File: config.mk
export PLATFORM = sky130hd
export DESIGN_NAME = ep_cmd_decoder
export DESIGN_NICKNAME = d
export VERILOG_FILES = /design/src/ep_cmd_pkg.sv /design/src/ep_cmd_decoder.sv
export SDC_FILE = /design/constraint.sdc
export NUM_CORES = 1
export LEC_CHECK = 0
export BUFFER_PORTS_ARGS = -buffer_cell sky130_fd_sc_hd__buf_2
export CORE_UTILIZATION = 60
export DETAILED_ROUTE_END_ITERATION = 16
export GPL_TIMING_DRIVEN = 0
export MAX_ROUTING_LAYER = met4
export PLACE_DENSITY = 0.92
export SYNTH_ARGS = -nofsm -noshare
export SYNTH_HDL_FRONTEND = slang
export SYNTH_SLANG_ARGS = --single-unit
export TNS_END_PERCENT = 100
File: constraint.sdc
create_clock -name core_clk_in -period 4.9 [get_ports core_clk_in]
set_input_delay 0.49 -clock core_clk_in [delete_from_list [all_inputs] [get_ports core_clk_in]]
set_output_delay 0.49 -clock core_clk_in [all_outputs]
set_load 0.01 [all_outputs]
File: src/ep_cmd_pkg.sv
package ep_cmd_pkg;

    // Command groups, selected by the high nibble of the code byte
    localparam logic [3:0] GRP_STALL = 4'h4;
    localparam logic [3:0] GRP_STATUS_CLEARING = 4'h5;
    localparam logic [3:0] GRP_VALIDATE = 4'h6;
    localparam logic [3:0] GRP_CLEAR = 4'h7;
    localparam logic [3:0] GRP_UNSTALL = 4'h8;
    localparam logic [3:0] GRP_STATUS_COPY = 4'hd;
    localparam logic [7:0] CMD_ACK_SETUP = 8'hf4;

    // Endpoint indices of the two control endpoints
    localparam logic [3:0] EP_CTRL_OUT = 4'h0;
    localparam logic [3:0] EP_CTRL_IN = 4'h1;
    localparam int NUM_EP = 16;

    // Endpoint configuration: direction and double buffering (plain defaults)
    localparam logic [15:0] IN_EP_MASK = 16'haaaa;
    localparam logic [15:0] DBL_EP_MASK = 16'hfff0;

    // Status byte bit positions
    localparam int ST_STALLED = 7;
    localparam int ST_FULL1 = 6;
    localparam int ST_FULL0 = 5;
    localparam int ST_TOGGLE = 4;
    localparam int ST_CLOBBERED = 3;
    localparam int ST_SETUP = 2;
    localparam int ST_CPU_BUFFER_SELECT = 1;
    localparam logic [7:0] STATUS_RESET = 8'h00;

    // Events reported by the serial interface engine, at most one per cycle
    typedef struct packed {
        logic out_done;   // Complete OUT packet received, NAKed or not
        logic in_done;    // IN packet sent and acknowledged
        logic setup_tok;  // Set-up token seen on the control endpoint
        logic setup_done; // Set-up data completely written
        logic [3:0] ep;
    } sie_event_t;

    typedef struct packed {
        logic stalled;
        logic full1;
        logic full0;
        logic toggle;
        logic clobbered;
        logic setup_present;
        logic cpu_sel;
    } ep_state_t;

    typedef enum logic [2:0] {
        PH_IDLE = 3'b001,
        PH_READ_CLEARING = 3'b010,
        PH_READ_COPY = 3'b100
    } phase_t;

    typedef struct packed {
        ep_state_t [NUM_EP-1:0] ep;
        logic [NUM_EP-1:0] irq;
        logic setup_lock;
        phase_t phase;
        logic [3:0] sel_ep;
        logic [7:0] rd_data;
    } state_t;

endpackage

File: src/ep_cmd_decoder.sv
`timescale 1ns/1ps
// Contract
// RULE_01: Codes 40-4F stall the low-nibble endpoint; codes 80-8F unstall it.
// RULE_02: A set-up token unstalls a stalled control endpoint, whatever its content.
// RULE_03: Any unstall re-initializes endpoint: buffer flushed, toggle back to DATA0.
// RULE_04: Firmware re-stalls the control endpoint after a set-up token if needed.
// RULE_05: Codes 61-6F mark the selected IN buffer full for the next IN token.
// RULE_06: Validate and clear swap the CPU buffer on double-buffered endpoints.
// RULE_07: Codes 70 and 72-7F empty the selected OUT buffer; 71 is not one.
// RULE_08: A complete OUT packet sets that endpoint's buffer-full flag.
// RULE_09: A full, uncleared OUT endpoint answers further packets with NAK.
// RULE_10: Codes D0-DF return the status byte and clear nothing.
// RULE_11: Status byte: stall, full1, full0, toggle, clobbered, setup, cpu_buffer_select, reserved.
// RULE_12: Set-up overwriting unacknowledged set-up sets clobbered; a later read clears it (code: only a 50-5F clearing read clears it).
// RULE_13: Firmware checks clobbered before ack or stall, abandoning if set.
// RULE_14: Set-up arrival locks control validate and clear until code F4.
// RULE_15: CPU buffer select reads 0 for primary, 1 for secondary.
// RULE_16: Toggle bit reads 0 for DATA0 next, 1 for DATA1 next.
// RULE_17: Codes 50-5F read the status and clear that endpoint's interrupt bit.
// RULE_18: Command phase has A0 high, code on low byte; data phases A0 low.
// RULE_19: Low nibble picks endpoint; action commands have no data phase.
module ep_cmd_decoder
    import ep_cmd_pkg::*;
(
    input wire logic core_clk_in,
    input wire logic srst_in,
    input wire logic host_wr_in,
    input wire logic host_rd_in,
    input wire logic host_a0_in,
    input wire logic [15:0] host_data_in,
    output logic [15:0] host_data_out,
    input wire sie_event_t sie_evt_in,
    output logic [NUM_EP-1:0] ep_stalled_out,
    output logic [NUM_EP-1:0] ep_nak_out,
    output logic [NUM_EP-1:0] ep_in_ready_out,
    output logic [NUM_EP-1:0] ep_toggle_out,
    output logic [NUM_EP-1:0] device_irq_flags_out,
    output logic setup_lock_out
);

    // Whole block state: endpoints, interrupt bits, lock and read phase
    state_t state_r;
    state_t state_nxt;

    // Status byte of one endpoint; bit 0 reads as zero
    function automatic logic [7:0] status_byte(input ep_state_t e);
        logic [7:0] b;
        // Reserved bit 0 keeps its reset level
        b = STATUS_RESET;
        b[ST_STALLED] = e.stalled;
        b[ST_FULL1] = e.full1;
        b[ST_FULL0] = e.full0;
        b[ST_TOGGLE] = e.toggle;       // see RULE_16
        b[ST_CLOBBERED] = e.clobbered;
        b[ST_SETUP] = e.setup_present;
        b[ST_CPU_BUFFER_SELECT] = e.cpu_sel;      // see RULE_15
        return b;                      // see RULE_11
    endfunction

    // Unstall flushes both buffers and restarts the toggle at DATA0
    function automatic ep_state_t reinit(input ep_state_t e);
        ep_state_t r;
        r = e;
        // Clobbered is kept; only a clearing read may remove it
        r.stalled = 1'b0;
        r.full0 = 1'b0;
        r.full1 = 1'b0;
        r.toggle = 1'b0;
        r.cpu_sel = 1'b0;
        r.setup_present = 1'b0;
        return r;                      // see RULE_03
    endfunction

    // Fields of the code byte; the upper lane is never looked at
    logic [7:0] code;
    logic [3:0] grp;
    logic [3:0] cep;
    logic cmd_wr;
    logic data_rd;
    logic ctrl_locked;
    logic evt_ctrl;
    logic out_accept;

    // A0 high marks a command phase, A0 low a data phase
    assign code = host_data_in[7:0];   // Upper byte ignored, see RULE_18
    assign grp = code[7:4];
    assign cep = code[3:0];            // see RULE_19
    assign cmd_wr = host_wr_in && host_a0_in;
    assign data_rd = host_rd_in && !host_a0_in;

    // Validate and clear on the control pair wait for the set-up acknowledge
    assign ctrl_locked = state_r.setup_lock && (cep == EP_CTRL_OUT || cep == EP_CTRL_IN);

    // Engine qualifiers: set-up tokens only count on the control pair, and a
    // packet that met a NAK was never stored
    assign evt_ctrl = (sie_evt_in.ep == EP_CTRL_OUT) || (sie_evt_in.ep == EP_CTRL_IN);
    assign out_accept = sie_evt_in.out_done && !ep_nak_out[sie_evt_in.ep]; // see RULE_09

    // Commands are applied first and engine events after, so a hardware set wins
    always_comb begin
        ep_state_t e;
        logic [3:0] v;
        logic dbl;
        // Locals get a value on every path before use
        e = '0;
        v = '0;
        dbl = 1'b0;
        state_nxt = state_r;

        // Command phase decode; action codes finish at once
        if (cmd_wr) begin
            e = state_r.ep[cep];
            dbl = DBL_EP_MASK[cep];
            state_nxt.phase = PH_IDLE;
            state_nxt.sel_ep = cep;
            // The acknowledge code names no endpoint and only lifts the lock
            if (code == CMD_ACK_SETUP) begin
                state_nxt.setup_lock = 1'b0;                        // see RULE_14
            end else begin
                unique case (grp)
                    // Stall keeps the buffers; only the flag changes
                    GRP_STALL: begin
                        e.stalled = 1'b1;                           // see RULE_01
                    end

                    // Unstall always re-initializes, even a running endpoint
                    GRP_UNSTALL: begin
                        e = reinit(e);                              // see RULE_01
                    end

                    // Validate hands the CPU buffer to the engine for the next IN token
                    GRP_VALIDATE: begin
                        // Control OUT (code 60) is no IN endpoint and is ignored
                        if (IN_EP_MASK[cep] && !ctrl_locked) begin  // see RULE_14
                            if (e.cpu_sel) begin
                                e.full1 = 1'b1;                     // see RULE_05
                            end else begin
                                e.full0 = 1'b1;                     // see RULE_05
                            end
                            // The CPU moves on to the other buffer
                            if (dbl) begin
                                e.cpu_sel = !e.cpu_sel;             // see RULE_06
                            end
                        end
                    end

                    // Clear hands the CPU buffer back to the engine for new packets
                    GRP_CLEAR: begin
                        // Control IN (code 71) is no OUT endpoint and is ignored
                        if (!IN_EP_MASK[cep] && !ctrl_locked) begin // see RULE_07
                            if (e.cpu_sel) begin
                                e.full1 = 1'b0;
                            end else begin
                                e.full0 = 1'b0;
                            end
                            // An emptied buffer no longer holds a set-up packet
                            e.setup_present = 1'b0;
                            // The CPU moves on to the other buffer
                            if (dbl) begin
                                e.cpu_sel = !e.cpu_sel;             // see RULE_06
                            end
                        end
                    end

                    // Status reads only open a phase; side effects wait for the data read
                    GRP_STATUS_CLEARING: begin
                        state_nxt.phase = PH_READ_CLEARING;         // see RULE_17
                    end
                    GRP_STATUS_COPY: begin
                        state_nxt.phase = PH_READ_COPY;             // see RULE_10
                    end

                    default: begin
                        // Codes outside this block are not answered here
                    end
                endcase
            end
            // Write the endpoint back; unchanged for codes that touch nothing
            state_nxt.ep[cep] = e;
        end else if (data_rd) begin
            // Data phase of a status read ends the read
            unique case (state_r.phase)
                PH_READ_CLEARING: begin
                    // Drop the endpoint's interrupt and any latched clobber
                    state_nxt.irq[state_r.sel_ep] = 1'b0;           // see RULE_17
                    state_nxt.ep[state_r.sel_ep].clobbered = 1'b0;  // see RULE_12
                    state_nxt.phase = PH_IDLE;
                end
                PH_READ_COPY: begin
                    // A copy read only closes the phase
                    state_nxt.phase = PH_IDLE;                      // see RULE_10
                end
                PH_IDLE: begin
                    // A stray read with no open phase changes nothing
                end
            endcase
        end

        // Engine events, after the command so that sets win over clears
        v = sie_evt_in.ep;
        e = state_nxt.ep[v];
        dbl = DBL_EP_MASK[v];
        if (out_accept) begin
            // Fill the CPU-side buffer first, else the other one
            if (dbl && (e.cpu_sel ? e.full1 : e.full0)) begin
                if (e.cpu_sel) begin
                    e.full0 = 1'b1;                                 // see RULE_08
                end else begin
                    e.full1 = 1'b1;                                 // see RULE_08
                end
            end else if (dbl && e.cpu_sel) begin
                e.full1 = 1'b1;                                     // see RULE_08
            end else begin
                e.full0 = 1'b1;                                     // see RULE_08
            end
            // Each stored packet advances the expected toggle
            e.toggle = !e.toggle;
            state_nxt.irq[v] = 1'b1;
        end

        // The host took an IN packet, so the engine's buffer is free again
        if (sie_evt_in.in_done) begin
            // The engine sends from the buffer the CPU is not using
            if (dbl && !e.cpu_sel) begin
                e.full1 = 1'b0;
            end else begin
                e.full0 = 1'b0;
            end
            // Each acknowledged packet advances the toggle sent next
            e.toggle = !e.toggle;
            state_nxt.irq[v] = 1'b1;
        end

        // A set-up token overrides a stall so the host can always recover
        if (sie_evt_in.setup_tok && evt_ctrl && e.stalled) begin
            e = reinit(e);                                          // see RULE_02
        end

        // Set-up landed; an earlier one still unacknowledged is now clobbered
        if (sie_evt_in.setup_done) begin
            if (e.setup_present && state_r.setup_lock) begin
                e.clobbered = 1'b1;                                 // see RULE_12
            end
            e.setup_present = 1'b1;
            e.full0 = 1'b1;
            state_nxt.setup_lock = 1'b1;                            // see RULE_14
            state_nxt.irq[v] = 1'b1;
        end

        // Idle cycles write back an unchanged endpoint, so any index is harmless
        state_nxt.ep[v] = e;

        // Status byte follows the selected endpoint live, ready before the read;
        // an event between command and read therefore shows in the byte
        if (state_nxt.phase != PH_IDLE) begin
            state_nxt.rd_data = status_byte(state_nxt.ep[state_nxt.sel_ep]);
        end

        // Reset comes last so that it overrides commands and events alike
        if (srst_in) begin
            state_nxt = '0;
            state_nxt.phase = PH_IDLE;
        end
    end

    // One register stage holds all state; reset is folded into the next value
    always_ff @(posedge core_clk_in) begin
        state_r <= state_nxt;
    end

    // Per-endpoint views for the serial engine
    genvar i;
    generate
        for (i = 0; i < NUM_EP; i++) begin : g_ep
            logic is_in;
            logic is_dbl;
            logic full0;
            logic full1;

            // Fixed endpoint configuration, then the two buffer flags
            assign is_in = IN_EP_MASK[i];
            assign is_dbl = DBL_EP_MASK[i];
            assign full0 = state_r.ep[i].full0;
            assign full1 = state_r.ep[i].full1;

            // An OUT endpoint NAKs when its primary is full if single-buffered, when both are if double; IN endpoints never NAK
            assign ep_nak_out[i] = !is_in && (is_dbl ? (full0 && full1) : full0); // see RULE_09

            // An IN endpoint is ready while any validated buffer waits
            assign ep_in_ready_out[i] = is_in && (full0 || full1); // see RULE_05

            // Stall and toggle straight from the endpoint register
            assign ep_stalled_out[i] = state_r.ep[i].stalled;
            assign ep_toggle_out[i] = state_r.ep[i].toggle; // see RULE_16
        end
    endgenerate

    // Status byte on the low lane; the upper lane always reads zero
    assign host_data_out = {8'h00, state_r.rd_data};

    // Interrupt bits and lock straight from the register
    assign device_irq_flags_out = state_r.irq;
    assign setup_lock_out = state_r.setup_lock;

endmodule

==> flow_summary.yaml, run 1 <==
outcome:
  status: "did not finish"
  stop_stage: "global routing"
  error_msg: "[ERROR GRT-0116] Global routing finished with congestion. Check the congestion regions in the DRC Viewer."
logic_synthesis:
  synth_simple_gate_area_share_pct: 26.76
  netlist.area_leader.share_pct: 24.41
  synth_edf_count: 0
  synthAdderAreaFrac_pct: 0
  synthTopCellsByArea: "dfxtp_1 24%, nand2_1 6.8%, nor2_1 6.8%"
  yosys_register_bits: 143
  post_synth.cell_area_avg_um2: 7.232
  synth-async-reset-ratio_pct: 0
  synthesis.instances: 1622
  synth_compound_gate_area_share_pct: 28.78
  ys_seq_area_share_pct: 24.41
  yosysTopAreaCell: "dfxtp_1"
  post_synth_num_cell_types: 93
  mapped_area_mm2: 0.01173
  post_synthesis_xor_xnor_area_fraction_pct: 0.4480
  synth-main-ff-cell: "dfxtp_1"
  ys_warn_count: 0
  synth.area.mux_share_pct: 8.832
  synth_top_family_by_area: "compound AO/OA/AOI/OAI gates"
global_route:
  grt_max_degree: 17
  track_usage_pct: 68.42
  first_global_vias: 15630
  global_route.overflow_total: 10
  grt_first_pass_wirelength_um: 98500
floorplanning:
  floorplan.die.width_um: 141.8
  placement_rows: 50
  floorplan.initialDensity_pct: 61.88
  floorplan.io_pins: 126
  die_h_um: 141.8
place:
  buffer_ports.inserted: 84
  post_placement_setup_slack_ns: -0.2149
  post_dp_hpwl_um: 41060
  placed_area_mm2: 0.01261
  gp_routability_congestion: 1.455
clock_network:
  numCtsBuffers: 17
  cts-root-to-sink-buffers: 2
  post-cts-setup-buffers: 0
  cts-htree-levels: 4
  cts.hold.buffers_added: 0
  postCtsResizedCells: 0
  clock_tree.root_cell: "clkbuf_16"
  clock_sinks: 143
routing by layer:
metal / overflow / global-route usage, %
met1: 0 / 71.98
met3: 0 / 55.75
met2: 5 / 79.80
met4: 5 / 55.23
met5: - / -
stage by stage:
| stage | cells | util (%) |
|---|---|---|
| 2_1_floorplan | 1646 | - |
| 3_3_place_gp | 1990 | 66.29 |
| 3_5_place_dp | 1993 | 66.51 |
| 4_1_cts | 2025 | 69.62 |
synth_stat cells (9+ instances only):
master / instances
nor2_1: 211
or2_2: 13
a21o_1: 9
nand3_1: 54
nand2b_1: 11
buf_4: 89
a311oi_1: 9
nor4_1: 10
and3_1: 12
dfxtp_1: 143
a21oi_1: 118
mux4_2: 17
nor3_1: 39
a22oi_1: 26
a211oi_1: 55
inv_1: 19
o21ai_0: 73
nand4_1: 9
o211ai_1: 22
buf_2: 20
mux2i_1: 45
a31oi_1: 32
o21a_1: 11
o22ai_1: 14
and2_1: 17
clkbuf_1: 95
o311ai_0: 11
nand2_1: 214
mux2_2: 16
nor2b_1: 30
o31ai_1: 10
kinds of logic after synthesis:
logic type / Yosys count
AOI/OAI and AO/OA: 492
xor gates and xnor gates: 6
buffers and inverters: 233
DFF: 143
muxes: 80
other: 1
and+or+nand+nor: 667
==> inputs of run 2 (changes only) <==
--- a/config.mk
+++ b/config.mk
@@ -6,11 +6,10 @@
 export NUM_CORES = 1
 export LEC_CHECK = 0
 export BUFFER_PORTS_ARGS = -buffer_cell sky130_fd_sc_hd__buf_2
-export CORE_UTILIZATION = 60
+export CORE_UTILIZATION = 40
 export DETAILED_ROUTE_END_ITERATION = 16
 export GPL_TIMING_DRIVEN = 0
-export MAX_ROUTING_LAYER = met4
-export PLACE_DENSITY = 0.92
+export PLACE_DENSITY_LB_ADDON = 0.15
 export SYNTH_ARGS = -nofsm -noshare
 export SYNTH_HDL_FRONTEND = slang
 export SYNTH_SLANG_ARGS = --single-unit
==> flow_summary.yaml, run 2 <==
worst_setup_path:
  startpoint_type: "primary input"
  timing.critical_path.arrival_ns: 5.33
  worstPathBufferInverterCount: 4
  reg2reg_to: "host_data_out[3]"
  cp_slowest_cell: "clkdlybuf4s15_1"
  setup.reg_to_reg.worst_slack_ns: -0.05
  rr_worst_depth: 14
  regToRegStartpoint: "setup_lock_out"
  setup.worst_path.end_class: "flip-flop"
  crit_path_frequent_cell: "clkbuf_1"
  family_of_cells_with_the_greatest_summed_delay_on_the_critical_path: "compound AO/OA/AOI/OAI gates"
  path_class: "primary input to flip-flop"
  critical_path.max_stage_delay_ns: 0.78
  crit_chain: "buf_2 -> clkbuf_1 -> clkdlybuf4s15_1 -> nand3_2 -> a311oi_1 -> a211o_1 -> o21ai_1 -> a41oi_1 -> clkbuf_1 -> mux2i_1 -> o22ai_1 -> o21ai_0 -> a21oi_1 -> nor3_1"
  worst_setup_path_startpoint: "sie_evt_in[2]"
  worstPathRequired_ns: 5.21
  worst-path-max-fanout: 10
sta:
  max_clock_freq_mhz: 199.3
  finalCritPeriodShare_pct: 102.4
  tmin_final_ns: 5.018
  slew-limit-headroom_pct: -4.020
  hold-worst-slack_ns: 0.4818
  hold_viol: 0
  number_of_pins_with_negative_max_slew_slack_in_the_final_report: 7
  tightest_slew_ns: 1.517
  unrepaired_setup_endpoints_after_global_routing: "yes"
  timing.clock.skew_ns: 0.01819
  finalSetupViolations: 3
  postLayoutSetupSlackWorst_ns: -0.1178
outcome:
  status: "finished, violations left"
  violations: "capacitance limit, slew limit, setup timing"
floorplanning:
  floorplan.die.width_um: 173.2
  design.core.area_mm2: 0.02878
  floorplan.initialDensity_pct: 40.76
  die_h_um: 173.2
  placement_rows: 62
  floorplan.io_pins: 126
  die_area_mm2: 0.03001
clock_network:
  cts_tree: "built"
  cts-htree-levels: 4
  clock_sinks: 143
  numCtsBuffers: 17
  cts-root-to-sink-buffers: 2
  cts.hold.buffers_added: 0
  clock_tree.root_cell: "clkbuf_16"
  cts.clk_slew.worst_paths_ns: 0.07
  worst_skew_pair.late_latency_ns: 0.49
route:
  drt-vias-per-instance: 6.935
  first_iter_violations: 2632
  wl_um: 73720
  detail_route.first_pass.iterations: 8
  detailroute.via_count: 14950
  detail-route-antenna-nets: 0
  post_drt_wl_per_cell_um: 34.19
  post-route-drc-count: 0
finish:
  max_flop_register: "state_r"
  mostFrequentLayoutCell: "nand2_1"
  design.final.nets: 1787
  num-fill-cells: 2969
  largest_register_ffs: 55
  drive_gt1_share_pct: 20.33
  area.growth.synth_to_final_pct: 15.86
  mostFrequentLayoutCells: "212 x nand2_1, 207 x nor2_1, 143 x dfxtp_1, 115 x a21oi_1, 105 x buf_2"
  finish.utilization_pct: 47.22
power:
  pwr_density_cell_mw_per_mm2: 262.3
  leakage_uw: 0.005272
  irDropWorstVdd_mv: 0.2426
  p_total_uw: 3565
global_route:
  global_route.overflow_total: 0
  grt_max_degree: 17
  track_usage_pct: 48.07
  first_global_vias: 13260
  initial_antenna_violation_count: 0
  grt_first_pass_wirelength_um: 100900
logic_synthesis:
  post_synth_num_cell_types: 93
  synth-async-reset-ratio_pct: 0
  synth_cell_count_leaders: "214 x nand2_1, 211 x nor2_1, 143 x dfxtp_1"
  synthesis.instances: 1622
  ys_seq_area_share_pct: 24.41
  synth-main-ff-cell: "dfxtp_1"
  yosys_register_bits: 143
  netlist.area_leader.share_pct: 24.41
  synth_edf_count: 0
  post_synth.cell_area_avg_um2: 7.232
  mapped_area_mm2: 0.01173
  ys_warn_count: 0
  yosysTopAreaCell: "dfxtp_1"
  synthMostInstantiatedCell: "nand2_1"
  synthTopCellsByArea: "dfxtp_1 24%, nand2_1 6.8%, nor2_1 6.8%"
worst_hold_path:
  hold-path-endpoint: "device_irq_flags_out[11]"
  timing.hold.worst_path_depth: 2
  hold_path.class: "flip-flop to flip-flop"
  min-delay-start: "device_irq_flags_out[11]"
flow_run:
  max-cap-violations: 2
place:
  gp_routability_congestion: 1.113
  post_dp_hpwl_um: 55360
  buffer_ports.inserted: 84
run 2: cell counts after synthesis:
No cell type changed its count.
run 2: final cells by class:
cell class,instances,area [um2],area share [%]
sequential,143,2863,21.06
clock inverter,14,143.9,1.059
tap,384,480.5,3.535
clock buffer,18,439.2,3.231
timing repair buffer,94,496.7,3.655
multi-input combinational,1270,7883,58.00
buffer,212,1207,8.884
antenna,1,2.502,0.01841
inverter,20,75.07,0.5524
run 2: cell families (layout without fill, tap and decap cells):
kind of cell	after synthesis	in the layout	synth area share (%)
AOI/OAI and AO/OA	492	492	28.78
xor gates and xnor gates	6	6	0.4480
buffers and inverters	233	358	10.74
DFF	143	143	24.41
muxes	80	80	8.832
other	1	26	0.03197
and+or+nand+nor	667	667	26.76
run 2: how the worst max path moves through the flow:
| stage | depth (start not counted) | slack (ns) | endpoint |
|---|---|---|---|
| finish | 14 | -0.12 | host_data_out[3] |
| global route | 14 | -0.03 | host_data_out[3] |
| CTS | 12 | 0.05 | host_data_out[6] |
| detailed placement | 12 | -1.02 | host_data_out[6] |
| global placement | 12 | -1.13 | host_data_out[6] |
| floorplan | 14 | 1.24 | host_data_out[5] |
run 2: per-stage QoR:
step	worst slack (ns)	std cells	setup TNS (ns)	area [um2]
6_report	-0.1178	2156	-0.2311	13590
5_1_grt	-0.03417	2155	-0.03417	13590
4_1_cts	0.05290	2151	0	13430
3_5_place_dp	-1.019	2120	-24.25	12800
3_3_place_gp	-1.135	2114	-30.91	12720
2_1_floorplan	1.241	1646	0	11820
run 2: routing by layer:
metal	track usage, %	wire length [um]	vias up
li1	-	-	6156
met1	61.60	27470	7053
met2	67.86	29380	1385
met3	15.29	10550	358
met4	34.22	6323	0
met5	0	0	-
run 2: repair_timing:
action,CTS,global route
gates resized for setup,18,40
buffers inserted,0,3
pin swaps,0,1
endpoints found under the setup margin,27,13
run 2: worst min-delay path: stages, from the launching register on:
cell and delay (ns):
dfxtp_1 0.31, o21ai_0 0.07, a21oi_1 0.06
run 2: power breakdown:
part           total, uW  internal (uW)  switching, uW
combinational        929            260            669
clock               1410            731            676
sequential          1230           1200           33.2
(Power assumes the default switching activity.)
==> inputs of run 3 (changes only) <==
--- a/config.mk
+++ b/config.mk
@@ -6,6 +6,7 @@
 export NUM_CORES = 1
 export LEC_CHECK = 0
 export BUFFER_PORTS_ARGS = -buffer_cell sky130_fd_sc_hd__buf_2
+export CORE_ASPECT_RATIO = 1.2
 export CORE_UTILIZATION = 40
 export DETAILED_ROUTE_END_ITERATION = 16
 export GPL_TIMING_DRIVEN = 0
==> flow_summary.yaml, run 3 (synthesis gave the netlist of run 2 again) <==
route:
  post-route-drc-count: 0
  post_drt_wl_per_cell_um: 36.04
  detail_route.first_pass.iterations: 6
  first_iter_violations: 2541
  detail-route-antenna-nets: 0
  detailroute.via_count: 15070
  wl_um: 77630
  drt-vias-per-instance: 6.994
worst_setup_path:
  worst-path-max-fanout: 10
  regToRegStartpoint: "setup_lock_out"
  setup.worst_path.end_class: "flip-flop"
  startpoint_type: "primary input"
  path_class: "primary input to flip-flop"
  rr_worst_depth: 14
  worstPathRequired_ns: 5.21
  reg2reg_to: "host_data_out[3]"
  timing.critical_path.to: "host_data_out[4]"
  worst_setup_path_startpoint: "host_data_in[1]"
  setup.reg_to_reg.worst_slack_ns: -0.07
  timing.critical_path.arrival_ns: 5.42
finish:
  sequential_cell_area_mm2: 0.002863
  max_flop_register: "state_r"
  design.final.nets: 1785
  drive_gt1_share_pct: 20.63
  area.growth.synth_to_final_pct: 16.48
  finish.utilization_pct: 47.37
  mostFrequentLayoutCells: "213 x nand2_1, 203 x nor2_1, 143 x dfxtp_1, 117 x a21oi_1, 103 x buf_2"
  antennaDiodeCount: 0
  largest_register_ffs: 55
  num-fill-cells: 2996
  mostFrequentLayoutCell: "nand2_1"
  area_of_the_multi_input_gates_mm2: 0.007956
global_route:
  grt_first_pass_wirelength_um: 105700
  track_usage_pct: 51.67
  initial_antenna_violation_count: 2
  global_route.overflow_total: 0
  grt_max_degree: 17
  first_global_vias: 14010
sta:
  hold_viol: 0
  number_of_pins_with_negative_max_slew_slack_in_the_final_report: 0
  timing.clock.skew_ns: 0.01545
  max_clock_freq_mhz: 195.6
  finalSetupViolations: 15
  finalSetupTns_ns: -0.6424
  postLayoutSetupSlackWorst_ns: -0.2112
  unrepaired_setup_endpoints_after_global_routing: "yes"
  hold-worst-slack_ns: 0.4907
  slew-limit-headroom_pct: 5.843
  tmin_final_ns: 5.111
  finalCritPeriodShare_pct: 104.3
  tightest_slew_ns: 1.402
place:
  post_placement_setup_slack_ns: -1.642
  buffer_ports.inserted: 84
  post_dp_hpwl_um: 58080
  gp_routability_congestion: 1.096
floorplanning:
  design.core.area_mm2: 0.02884
  placement_rows: 68
  die_area_mm2: 0.03002
  floorplan.initialDensity_pct: 40.67
  floorplan.io_pins: 126
  floorplan.die.width_um: 158.3
  die_h_um: 189.6
outcome:
  status: "finished, violations left"
  violations: "setup timing"
clock_network:
  clock_tree.root_cell: "clkbuf_16"
  cts-htree-levels: 4
  worst_skew_pair.late_latency_ns: 0.46
  cts.clk_slew.worst_paths_ns: 0.07
  cts.hold.buffers_added: 0
  cts_tree: "built"
  numCtsBuffers: 17
  clock_sinks: 143
  cts-root-to-sink-buffers: 2
power:
  pwr_density_cell_mw_per_mm2: 262.7
  leakage_uw: 0.005259
  irDropWorstVdd_mv: 0.2075
flow_run:
  max-cap-violations: 0
worst_hold_path:
  hold_path.class: "flip-flop to flip-flop"
-- run 3: changes by cell type in the layout (fill, tap and decap cells not counted), sizes merged --
| cell | previous run | this run |
|---|---|---|
| clkinvlp | 3 | 5 |
| buf | 207 | 205 |
| diode | 1 | 0 |
| inv | 29 | 24 |
| clkbuf | 115 | 116 |
| clkinv | 1 | 3 |
-- run 3: worst min path at each step --
stage	endpoint	cells after the start	slack, ns	from
after floorplan	device_irq_flags_out[9]	2	0.45	device_irq_flags_out[9]
after global placement	device_irq_flags_out[11]	2	0.46	device_irq_flags_out[11]
after detailed placement	device_irq_flags_out[2]	2	0.47	device_irq_flags_out[2]
after CTS	device_irq_flags_out[2]	2	0.48	device_irq_flags_out[2]
after global routing	device_irq_flags_out[2]	2	0.50	device_irq_flags_out[2]
final	device_irq_flags_out[2]	2	0.49	device_irq_flags_out[2]
-- run 3: cell type report --
class                   count  area share [%]
clock inverters            13          0.9615
flip-flops and latches    143           20.95
inverters                  20          0.5495
multi-input cells        1270           58.23
well taps                 385           3.526
clock buffers              19           3.242
repair buffers             93           3.690
plain buffers             211           8.846
-- run 3: critical path: stages --
cell       delay [ns]
buf_2            0.10
buf_2            0.20
buf_2            0.27
and2_2           0.35
a22oi_1          0.22
nand3_1          0.25
and2_1           0.27
buf_2            0.22
o211a_1          0.37
a2111oi_1        0.70
nand4_1          0.36
xnor2_4          0.30
a21o_1           0.24
a221o_1          0.31
a21oi_1          0.60
o41ai_2          0.16
-- run 3: layer usage --
metal | vias up | share of wire (%) | GRT usage (%)
li1 | 6139 | - | -
met5 | - | 0.028 | 0
met3 | 461 | 14 | 19.09
met2 | 1446 | 40 | 72.25
met1 | 7015 | 35 | 59.62
met4 | 4 | 11 | 49.93
-- run 3: timing repair --
item | CTS | global route
resized for setup | 25 | 53
pin swaps | 1 | 2
setup buffers | 3 | 1
setup endpoints to repair | 53 | 26
-- run 3: where the power goes --
group          internal (uW)  total (uW)  switching, uW
Sequential              1200        1230           35.6
Clock                    723        1370            651
Combinational            269         983            714
-- run 3: per-stage QoR --
stage / area (um2) / total power, uW / cells
after floorplan: 11820 / 1748 / 1646
after global placement: 12720 / 2130 / 2115
after detailed placement: 12770 / 2131 / 2119
after CTS: 13480 / 3468 / 2153
after global routing: 13660 / 3600 / 2154
final: 13660 / 3590 / 2154
